===== src/shared/plda_defs.svh =====
`ifndef PLDA_DEFS_SVH
`define PLDA_DEFS_SVH

// Register byte offsets
`define PLDA_OFF_CTRL 8'h00
`define PLDA_OFF_OUTSEL 8'h04
`define PLDA_OFF_CP 8'h08
`define PLDA_OFF_TIMEOUT 8'h0c
`define PLDA_OFF_MAIN_DIV 8'h10
`define PLDA_OFF_STATUS 8'h14
`define PLDA_OFF_IRQ_STATUS 8'h18
`define PLDA_OFF_IRQ_CLEAR 8'h1c
`define PLDA_OFF_IRQ_ENABLE 8'h20

// Control register fields
`define PLDA_CTRL_PRESCALE 0
`define PLDA_CTRL_CSR_EN 1
`define PLDA_CTRL_CSR_LO 2
`define PLDA_CTRL_CSR_HI 3
`define PLDA_CTRL_BOOST_EN 4
`define PLDA_CTRL_MAIN_PD 5
`define PLDA_CTRL_AUX_PD 6

// Charge-pump register fields
`define PLDA_CP_STEADY_LO 0
`define PLDA_CP_STEADY_HI 3
`define PLDA_CP_ACQ_LO 4
`define PLDA_CP_ACQ_HI 7

// Interrupt bits
`define PLDA_IRQ_MAIN_LOCK 0
`define PLDA_IRQ_MAIN_LOSS 1
`define PLDA_IRQ_AUX_LOCK 2
`define PLDA_IRQ_AUX_LOSS 3
`define PLDA_IRQ_ASSIST_DONE 4

// Reset values
`define PLDA_RST_CTRL 7'h00
`define PLDA_RST_OUTSEL 4'h0
`define PLDA_RST_CP_STEADY 4'h0
`define PLDA_RST_CP_ACQ 4'hf
`define PLDA_RST_TIMEOUT 16'h0100
`define PLDA_RST_MAIN_DIV 22'h000000

// Lock thresholds in ns, phase error arrives in 1 ns units
`define PLDA_MAIN_LOCK_NS 8'd10
`define PLDA_MAIN_UNLOCK_NS 8'd20
`define PLDA_AUX_LOCK_NS 8'd15
`define PLDA_AUX_UNLOCK_NS 8'd30
`define PLDA_LOCK_CYCLES 3'd5
`define PLDA_PRESCALE_LAST 2'd3

// Comparison-rate divide shifts during cycle-slip reduction
`define PLDA_SHIFT_NONE 3'd0
`define PLDA_SHIFT_HALF 3'd1
`define PLDA_SHIFT_QUARTER 3'd2
`define PLDA_SHIFT_SIXTEENTH 3'd4

`endif


===== src/shared/plda_pkg.sv =====
package plda_pkg;

  typedef enum logic [1:0] {
    PLDA_CSR_HALF = 2'b00,
    PLDA_CSR_QUARTER = 2'b01,
    PLDA_CSR_SIXTEENTH = 2'b10,
    PLDA_CSR_RSVD = 2'b11
  } plda_csr_factor_t;

  typedef enum logic [3:0] {
    PLDA_SEL_LOW = 4'b0000,
    PLDA_SEL_MAIN_LOCK = 4'b0001,
    PLDA_SEL_AUX_LOCK = 4'b0010,
    PLDA_SEL_BOTH_LOCK = 4'b0011,
    PLDA_SEL_HIGH = 4'b0100
  } plda_out_sel_t;

  typedef struct packed {
    logic [7:0] main;
    logic [7:0] aux;
  } plda_phase_err_t;

  typedef struct packed {
    logic [7:0] addr;
    logic [31:0] wdata;
    logic wr;
    logic rd;
  } plda_bus_req_t;

  typedef struct packed {
    logic prescale;
    logic csr_en;
    plda_csr_factor_t csr_factor;
    logic boost_en;
    logic main_pd;
    logic aux_pd;
    logic [3:0] out_sel;
    logic [3:0] cp_steady;
    logic [3:0] cp_acq;
    logic [15:0] timeout;
    logic [21:0] main_div;
    logic [1:0] div_cnt;
    logic [1:0] locked;
    logic [1:0][2:0] good_cnt;
    logic assist;
    logic [15:0] assist_cnt;
    logic [4:0] irq_status;
    logic [4:0] irq_en;
    logic [31:0] rdata;
    logic test_out;
    logic [3:0] cp_out;
    logic r2p;
    logic [2:0] cmp_shift;
    logic irq;
    logic [1:0] powered;
  } plda_state_t;

endpackage


===== src/design/plda_lock_assist.sv =====
// Added by the designer: the placing of the registers and the strobed register port.
`timescale 1ns/100ps
`include "plda_defs.svh"

module plda_lock_assist
  import plda_pkg::*;
(
  input wire logic i_ref_clk,
  input wire logic i_reset,
  input wire logic i_chip_enable,
  input wire plda_phase_err_t i_phase_err,
  input wire logic [7:0] i_addr,
  input wire logic [31:0] i_wdata,
  input wire logic i_wr,
  input wire logic i_rd,
  output logic [31:0] o_rdata,
  output logic o_test_lock_output,
  output logic [3:0] o_cp_current,
  output logic o_boost_parallel_resistor,
  output logic [2:0] o_cmp_div_shift,
  output logic [1:0] o_loop_powered,
  output logic o_irq
);

  plda_state_t state;
  plda_state_t next_state;
  plda_bus_req_t req;

  function automatic logic hit(input logic [7:0] addr, input logic [7:0] off);
    hit = (addr == off);
  endfunction

  // Returns {locked, good count} after one lock-detector step
  function automatic logic [3:0] lock_step(input logic locked, input logic [2:0] cnt,
                                           input logic [7:0] err, input logic [7:0] thr_lock,
                                           input logic [7:0] thr_unlock, input logic sample);
    logic l;
    logic [2:0] c;
    l = locked;
    c = cnt;
    if (sample) begin
      if (!locked) begin
        if (err < thr_lock) begin
          c = cnt + 3'd1;
          if (c >= `PLDA_LOCK_CYCLES) begin
            l = 1'b1;
            c = 3'd0;
          end
        end else begin
          c = 3'd0;
        end
      end else if (err > thr_unlock) begin
        l = 1'b0;
        c = 3'd0;
      end
    end
    lock_step = {l, c};
  endfunction

  function automatic logic [2:0] csr_shift(input plda_csr_factor_t f);
    case (f)
      PLDA_CSR_HALF: csr_shift = `PLDA_SHIFT_HALF;
      PLDA_CSR_QUARTER: csr_shift = `PLDA_SHIFT_QUARTER;
      PLDA_CSR_SIXTEENTH: csr_shift = `PLDA_SHIFT_SIXTEENTH;
      default: csr_shift = `PLDA_SHIFT_NONE;
    endcase
  endfunction

  assign req = '{addr: i_addr, wdata: i_wdata, wr: i_wr, rd: i_rd};

  always_comb begin
    logic div_wr;
    logic sample;
    logic [3:0] step_main;
    logic [3:0] step_aux;
    logic [1:0] pwr;
    logic [4:0] ev;
    logic csr_on;
    logic boost_on;
    logic [1:0] lk;
    div_wr = 1'b0;
    sample = 1'b0;
    step_main = 4'h0;
    step_aux = 4'h0;
    pwr = 2'b00;
    ev = 5'h00;
    csr_on = 1'b0;
    boost_on = 1'b0;
    lk = 2'b00;
    next_state = state;

    // Register writes
    if (req.wr) begin
      if (hit(req.addr, `PLDA_OFF_CTRL)) begin
        next_state.prescale = req.wdata[`PLDA_CTRL_PRESCALE];
        next_state.csr_en = req.wdata[`PLDA_CTRL_CSR_EN];
        next_state.csr_factor = plda_csr_factor_t'(req.wdata[`PLDA_CTRL_CSR_HI:`PLDA_CTRL_CSR_LO]);
        next_state.boost_en = req.wdata[`PLDA_CTRL_BOOST_EN];
        next_state.main_pd = req.wdata[`PLDA_CTRL_MAIN_PD];
        next_state.aux_pd = req.wdata[`PLDA_CTRL_AUX_PD];
      end
      if (hit(req.addr, `PLDA_OFF_OUTSEL)) begin
        next_state.out_sel = req.wdata[3:0];
      end
      if (hit(req.addr, `PLDA_OFF_CP)) begin
        next_state.cp_steady = req.wdata[`PLDA_CP_STEADY_HI:`PLDA_CP_STEADY_LO];
        next_state.cp_acq = req.wdata[`PLDA_CP_ACQ_HI:`PLDA_CP_ACQ_LO];
      end
      if (hit(req.addr, `PLDA_OFF_TIMEOUT)) begin
        next_state.timeout = req.wdata[15:0];
      end
      if (hit(req.addr, `PLDA_OFF_MAIN_DIV)) begin
        next_state.main_div = req.wdata[21:0];
        div_wr = 1'b1;
      end
      if (hit(req.addr, `PLDA_OFF_IRQ_ENABLE)) begin
        next_state.irq_en = req.wdata[4:0];
      end
    end

    // Chip enable overrides the per-loop power-down bits
    pwr[0] = i_chip_enable && !state.main_pd;
    pwr[1] = i_chip_enable && !state.aux_pd;
    next_state.powered = pwr;

    // Lock detector, optionally decimated to one sample in four
    next_state.div_cnt = state.div_cnt + 2'd1;
    sample = !state.prescale || (state.div_cnt == `PLDA_PRESCALE_LAST);
    step_main = lock_step(state.locked[0], state.good_cnt[0], i_phase_err.main,
                          `PLDA_MAIN_LOCK_NS, `PLDA_MAIN_UNLOCK_NS, sample);
    step_aux = lock_step(state.locked[1], state.good_cnt[1], i_phase_err.aux,
                         `PLDA_AUX_LOCK_NS, `PLDA_AUX_UNLOCK_NS, sample);
    next_state.locked = {step_aux[3], step_main[3]};
    next_state.good_cnt[0] = step_main[2:0];
    next_state.good_cnt[1] = step_aux[2:0];
    if (!pwr[0]) begin
      next_state.locked[0] = 1'b0;
      next_state.good_cnt[0] = 3'd0;
    end
    if (!pwr[1]) begin
      next_state.locked[1] = 1'b0;
      next_state.good_cnt[1] = 3'd0;
    end

    // Acquisition assist timeout
    if (state.assist) begin
      if (state.assist_cnt == 16'h0000) begin
        next_state.assist = 1'b0;
        ev[`PLDA_IRQ_ASSIST_DONE] = 1'b1;
      end else begin
        next_state.assist_cnt = state.assist_cnt - 16'h0001;
      end
    end
    if (!pwr[0]) begin
      next_state.assist = 1'b0;
    end

    // Divider write restarts detector and assist counters, not the registers
    if (div_wr) begin
      next_state.div_cnt = 2'd0;
      next_state.good_cnt = '0;
      next_state.locked = 2'b00;
      next_state.assist = (state.csr_en || state.boost_en) && pwr[0];
      next_state.assist_cnt = state.timeout;
      ev[`PLDA_IRQ_ASSIST_DONE] = 1'b0;
    end

    csr_on = next_state.assist && state.csr_en;
    boost_on = next_state.assist && state.boost_en;
    next_state.cmp_shift = csr_on ? csr_shift(state.csr_factor) : `PLDA_SHIFT_NONE;
    // Reduction also runs the acquisition current so the loop gain ratio holds
    next_state.cp_out = (boost_on || csr_on) ? state.cp_acq : state.cp_steady;
    next_state.r2p = boost_on;

    // Test output; lock views follow next lock state, forced low when powered down
    lk = next_state.locked & pwr;
    case (plda_out_sel_t'(state.out_sel))
      PLDA_SEL_MAIN_LOCK: next_state.test_out = lk[0];
      PLDA_SEL_AUX_LOCK: next_state.test_out = lk[1];
      PLDA_SEL_BOTH_LOCK: next_state.test_out = &lk;
      PLDA_SEL_HIGH: next_state.test_out = 1'b1;
      default: next_state.test_out = 1'b0;
    endcase

    // Lock gain and loss events
    ev[`PLDA_IRQ_MAIN_LOCK] = !state.locked[0] && next_state.locked[0];
    ev[`PLDA_IRQ_MAIN_LOSS] = state.locked[0] && !next_state.locked[0];
    ev[`PLDA_IRQ_AUX_LOCK] = !state.locked[1] && next_state.locked[1];
    ev[`PLDA_IRQ_AUX_LOSS] = state.locked[1] && !next_state.locked[1];

    // A new event wins over a clear in the same cycle
    if (req.wr && hit(req.addr, `PLDA_OFF_IRQ_CLEAR)) begin
      next_state.irq_status = state.irq_status & ~req.wdata[4:0];
    end
    next_state.irq_status = next_state.irq_status | ev;
    next_state.irq = |(next_state.irq_status & next_state.irq_en);

    // Read data stands only in the cycle after the strobe
    next_state.rdata = 32'h0000_0000;
    if (req.rd) begin
      if (hit(req.addr, `PLDA_OFF_CTRL)) begin
        next_state.rdata[6:0] = {state.aux_pd, state.main_pd, state.boost_en, state.csr_factor,
                                 state.csr_en, state.prescale};
      end else if (hit(req.addr, `PLDA_OFF_OUTSEL)) begin
        next_state.rdata[3:0] = state.out_sel;
      end else if (hit(req.addr, `PLDA_OFF_CP)) begin
        next_state.rdata[7:0] = {state.cp_acq, state.cp_steady};
      end else if (hit(req.addr, `PLDA_OFF_TIMEOUT)) begin
        next_state.rdata[15:0] = state.timeout;
      end else if (hit(req.addr, `PLDA_OFF_MAIN_DIV)) begin
        next_state.rdata[21:0] = state.main_div;
      end else if (hit(req.addr, `PLDA_OFF_STATUS)) begin
        next_state.rdata[6:0] = {state.powered, state.r2p, |state.cmp_shift, state.assist, state.locked};
      end else if (hit(req.addr, `PLDA_OFF_IRQ_STATUS)) begin
        next_state.rdata[4:0] = state.irq_status;
      end else if (hit(req.addr, `PLDA_OFF_IRQ_ENABLE)) begin
        next_state.rdata[4:0] = state.irq_en;
      end
    end
  end

  always_ff @(posedge i_ref_clk) begin
    if (i_reset) begin
      state <= '0;
      state.out_sel <= `PLDA_RST_OUTSEL;
      state.cp_steady <= `PLDA_RST_CP_STEADY;
      state.cp_acq <= `PLDA_RST_CP_ACQ;
      state.timeout <= `PLDA_RST_TIMEOUT;
      state.main_div <= `PLDA_RST_MAIN_DIV;
    end else begin
      state <= next_state;
    end
  end

  assign o_rdata = state.rdata;
  assign o_test_lock_output = state.test_out;
  assign o_cp_current = state.cp_out;
  assign o_boost_parallel_resistor = state.r2p;
  assign o_cmp_div_shift = state.cmp_shift;
  assign o_loop_powered = state.powered;
  assign o_irq = state.irq;

endmodule


===== config.mk =====
export PLATFORM = sky130hd
export DESIGN_NAME = plda_lock_assist
export DESIGN_NICKNAME = d
export VERILOG_FILES = /design/src/shared/plda_pkg.sv /design/src/design/plda_lock_assist.sv
export VERILOG_INCLUDE_DIRS = /design/src /design/src/shared
export SDC_FILE = /design/constraint.sdc
export NUM_CORES = 1
export LEC_CHECK = 0
export ABC_AREA = 1
export BUFFER_PORTS_ARGS = -buffer_cell sky130_fd_sc_hd__buf_2
export CORE_ASPECT_RATIO = 0.7
export CORE_MARGIN = 2
export CORE_UTILIZATION = 60
export CTS_BUF_LIST = sky130_fd_sc_hd__clkbuf_4 sky130_fd_sc_hd__clkbuf_8
export DETAILED_ROUTE_END_ITERATION = 16
export PLACE_DENSITY = 0.85
export SETUP_SLACK_MARGIN = 0.02
export SKIP_CTS_REPAIR_TIMING = 1
export SYNTH_ARGS = -nofsm -noshare
export SYNTH_HDL_FRONTEND = slang
export SYNTH_SLANG_ARGS = --single-unit
export TNS_END_PERCENT = 5

===== constraint.sdc =====
create_clock -name i_ref_clk -period 5.15 [get_ports i_ref_clk]
set_clock_uncertainty 0.1 [all_clocks]
set_input_delay 1.03 -clock i_ref_clk [delete_from_list [all_inputs] [get_ports i_ref_clk]]
set_output_delay 1.03 -clock i_ref_clk [all_outputs]
set_load 0.02 [all_outputs]

# Word-level counts from Yosys, hierarchy flattened
# Cells that the tools add are included.
[classes]
n_addsub = 4
magnitude_cmp = 6
reduce_logical = 43
bitwise_logic = 9
n_eq_ne = 18
mux = 58
[ops]
columns = ["operator", "count"]
rows = [
  ["15-bit 2-to-1 mux", 6],
  ["3-bit 2-to-1 mux", 12],
  ["8-bit by 5-bit equality test with 1-bit output (second input constant)", 4],
  ["16-bit 2-to-1 mux", 2],
  ["5-bit 2-to-1 mux", 6],
  ["25-bit 2-to-1 mux", 1],
  ["1-bit 2-to-1 mux", 19],
  ["18-bit 2-to-1 mux", 1],
  ["2-bit AND reduction", 9],
  ["17-bit 2-to-1 mux", 1],
  ["8-bit by 4-bit equality test with 1-bit output (second input constant)", 2],
  ["8-bit by 5-bit greater-than comparator with 1-bit output (second input constant)", 2],
  ["16-bit logical NOT", 1],
  ["8-bit by 4-bit less-than comparator with 1-bit output (second input constant)", 2],
  ["16-bit by 1-bit subtractor with 16-bit output (second input constant)", 1],
  ["14-bit 2-to-1 mux", 1],
  ["7-bit 2-to-1 mux", 2],
  ["5-bit bitwise AND", 2],
  ["1-bit logical AND", 10],
  ["5-bit OR reduction", 2],
  ["3-bit one-hot mux with 3 select lines", 1],
  ["3-bit OR reduction", 3],
  ["4-bit by 2-bit equality test with 1-bit output (second input constant)", 2],
  ["8-bit by 3-bit equality test with 1-bit output (second input constant)", 1],
  ["other kinds (27)", 45],
]
[totals]
word_cells = 168
output_inout_bits = 44
ff_bits = 138

# Longest topological paths before layout
[depth]
word_depth = 13
mapped_depth = 13
depth_no_buf = 13

# Worst setup path after synthesis
# OpenSTA, ideal clock, no wires.
[synth_timing]
path_kind = "in2reg"
start = "in i_addr[1]"
end = "reg state, in the netlist o_rdata[21]"
setup_ns = 0.114
cell_stages = 10
slack_ns = 2.914
arrival_time_ns = 2.022
path_cell_list = "nor2_4 inv_1 nor3_1 nand2_2 inv_2 nor3_4 nand2_4 or2_1 buf_6 nor3_2"
[synth_between]
elab_chain_len = 7
[synth_rtl]
columns = ["item", "line_no", "source"]
rows = [
  ["start: declaration", "plda_lock_assist.sv:12", "input wire logic [7:0] i_addr,"],
  ["8-bit by 5-bit equality test with 1-bit output", "plda_lock_assist.sv:30", "hit = (addr == off);"],
  ["15-bit 2-to-1 mux", "plda_lock_assist.sv:210", "end else if (hit(req.addr, `PLDA_OFF_MAIN_DIV)) begin"],
  ["15-bit 2-to-1 mux", "plda_lock_assist.sv:208", "end else if (hit(req.addr, `PLDA_OFF_TIMEOUT)) begin"],
  ["15-bit 2-to-1 mux", "plda_lock_assist.sv:206", "end else if (hit(req.addr, `PLDA_OFF_CP)) begin"],
  ["15-bit 2-to-1 mux", "plda_lock_assist.sv:204", "end else if (hit(req.addr, `PLDA_OFF_OUTSEL)) begin"],
  ["15-bit 2-to-1 mux", "plda_lock_assist.sv:201", "if (hit(req.addr, `PLDA_OFF_CTRL)) begin"],
  ["15-bit 2-to-1 mux", "plda_lock_assist.sv:200", "if (req.rd) begin"],
  ["end signal: assignment", "plda_lock_assist.sv:231", "state <= next_state;"],
  ["end: declaration", "plda_lock_assist.sv:25", "plda_state_t state;"],
]
# Parallel ways exist; a longest one is shown, timed or not. The select of a mux whose other input is x is not followed.
# A chain may end at the register's enable or synchronous reset.

# Worst setup path in the final report
[layout_timing]
start = "in i_reset"
end = "reg state, in the netlist o_rdata[20]"
[layout_between]
elab_chain_len = 1
[layout_rtl]
columns = ["item", "line_no", "source"]
rows = [
  ["start: declaration", "plda_lock_assist.sv:9", "input wire logic i_reset,"],
  ["6-bit OR reduction (no source line)", "--", ""],
]
# Every way passes these cells.

==> impl_metrics.json <==
{
  "outcome": "finished, final reports clean",
  "vias_per_cell": 5.45,
  "cp.arrival_ns": 3.30,
  "start_util": 0.620,
  "final_max_slew_viol_count": 0,
  "slew_headroom": 0.407,
  "dieArea_um2": 10900,
  "synth-seq-area-share": 0.425,
  "cts_made_buffers": 17,
  "critPathKind": "input port to flip-flop",
  "r2r_slack_ns": 3.11,
  "synth_async_sr_flop_share": 0,
  "wire_per_inst_um": 14.6,
  "cp_max_fo": 67,
  "diodes": 0,
  "io_buffers": 84,
  "cap_violations": 0,
  "syn_inst": 841,
  "worst_pin_slew_ns": 0.889,
  "worst-path-buf-inv": 3,
  "slowest_stage": "buf_4",
  "cts_buffer_depth": 2,
  "ys_warn_count": 0,
  "crit_path_end_kind": "flip-flop",
  "fin_crit_sh": 0.586,
  "die_y_um": 87.8,
  "critPathRequiredTime_ns": 5.44,
  "clkTransAtPathRegs_ns": 0.07,
  "cts.sinks": 128,
  "io_pins": 105,
  "p_total_mw": 2.04,
  "fp.coreArea_um2": 9720,
  "layout-drive-gt1-share": 0.167,
  "first_pass_iters": 8,
  "synth-main-ff-cell": "dfxtp_1",
  "grt_pass1_wl_mm": 24.0,
  "setup-violations-final": 0,
  "grt_usage": 0.289,
  "ir_drop_mv": 0.246,
  "syn_area_per_cell_um2": 7.16,
  "num_rows": 30,
  "cp_cell_sequence": "buf_2 -> inv_1 -> buf_4 -> nand2_1 -> nor3_4 -> nand2_4 -> or2_1 -> nor2_1",
  "p_leak_nw": 3.04,
  "post-route-min-period_ns": 3.02,
  "drt_first_iter_violations": 642,
  "worstSkewPairLatency_ns": 0.46,
  "htreeDepth": 4,
  "cts_tree": "built",
  "antenna_found_initial": 0,
  "fin_setup_tns_ns": 0,
  "drc": 0,
  "dp_hpwl_mm": 10.5,
  "cp_top_family": "simple AND/OR/NAND/NOR gates",
  "finalCoreUtilization": 0.688,
  "die_width_um": 124,
  "max_freq_mhz": 331,
  "yosysUniqueCellTypes": 39,
  "critPathMaxStageDelay_ns": 0.49,
  "rsz0062_at_grt": "no",
  "final_hold_viol_count": 0,
  "gp_congestion": 0.958,
  "ant_nets": 0,
  "ys_seq_elements": 128,
  "grt_max_degree": 68,
  "num-fill-cells": 820,
  "drt_wl_total_mm": 15.0,
  "design_area_um2": 6690,
  "syn_area_um2": 6020,
  "area_growth_syn_to_layout_pct": 11.1,
  "min_path_type": "flip-flop to flip-flop",
  "clock-root-buffer": "clkbuf_8",
  "nNetsFinal": 958,
  "dr_total_vias": 5625,
  "pre_cts_ws_ns": 1.72,
  "start_kind": "input port",
  "grt_pass1_vias": 4848,
  "placed_area_um2": 6250,
  "powerDensity_nw_per_um2": 305,
  "synth_edf_count": 0,
  "fin_ws_ns": 2.13,
  "grt_overflow_total": 0
}
per-layer routing:
layer,vias to the layer above,track usage,part of all wire
met5,-,0,0
met2,305,0.396,0.40
li1,2767,-,-
met1,2524,0.423,0.46
met3,29,0.100,0.12
met4,0,0.0950,0.016
worst reg2reg max path: cells and delay by family, from the launching register on:
family          cells  cell delay, ns
fa+ha+maj           1            0.24
compound gates      1            0.11
buf+inv             1            0.08
flops               1            0.37
simple gates        8            1.07
layout by cell type (no fill, tap or decap), types with 2 or more instances in the layout:
cell type	instances
nand2_1	157
dfxtp_1	128
nor2_1	114
inv_1	100
buf_2	84
o21ai_0	77
a21oi_1	72
nand3_1	27
nor3_1	18
clkbuf_8	17
o211ai_1	11
nand4_1	10
a31oi_1	10
conb_1	10
nor2_4	6
nor2_2	6
ha_1	6
a211oi_1	5
clkinv_4	5
inv_2	4
bufinv_16	4
buf_4	4
nand2_4	3
inv_6	3
or2_2	2
nand3_2	2
xor2_1	2
clkinvlp_4	2
flip-flops by register name, summed over array words and instances, names as in the netlist:
signal / count
o_rdata: 22
o_irq: 1
o_cp_current: 4
o_cmp_div_shift: 3
o_boost_parallel_resistor: 1
state: 94
o_test_lock_output: 1
o_loop_powered: 2
Yosys cell counts, types with 4 or more instances:
cell type  count  area, um^2
nor2_1       114         428
dfxtp_1      128        2560
clkbuf_1      16        60.1
inv_1        100         375
a211oi_1       5        37.5
ha_1           6        75.1
a21oi_1       72         360
nand4_1       10        62.6
a31oi_1       10        62.6
inv_2          4        15.0
nand2_1      157         589
buf_4         42         315
nor2_2         6        37.5
buf_2          7        35.0
nand3_1       27         135
nor3_1        18        90.1
o21ai_0       77         385
nor2_4         6        67.6
o211ai_1      11        82.6
final timing paths:
check	from	end	cells after the start
max	i_reset	o_rdata[20]	8
min	state[79]	state[79]	1
max reg2reg	state[54]	o_cmp_div_shift[1]	11
min reg2reg	state[79]	state[79]	1
cell type report:
cell class / instances / area (um^2) / share of cell area
clock inverters: 15 / 210 / 0.0314
well taps: 128 / 160 / 0.0239
repair buffers: 88 / 450 / 0.0673
clock buffers: 17 / 234 / 0.0350
flip-flops and latches: 128 / 2560 / 0.383
multi-input cells: 551 / 2680 / 0.400
inverters: 105 / 397 / 0.0593
power by group:
group	switching (mW)	leakage, nW	internal, mW
clock network	0.427	0.217	0.533
registers	0.00237	1.03	0.993
logic	0.0601	1.79	0.0268
through the flow:
step / hold WS, ns / cells
after floorplan: 0.297 / 850
after global placement: 0.311 / 1000
after detailed placement: 0.317 / 1000
after CTS: 0.328 / 1032
after global routing: 0.352 / 1032
final: 0.327 / 1032
cell families after synthesis:
group                      after synthesis  synth area share
and+or+nand+nor                        354             0.261
adders and majority gates                6            0.0125
buffers and inverters                  171             0.136
xor gates and xnor gates                 2           0.00291
other                                    1          0.000622
DFF                                    128             0.425
AOI/OAI and AO/OA                      179             0.162
(Power assumes the default switching activity.)
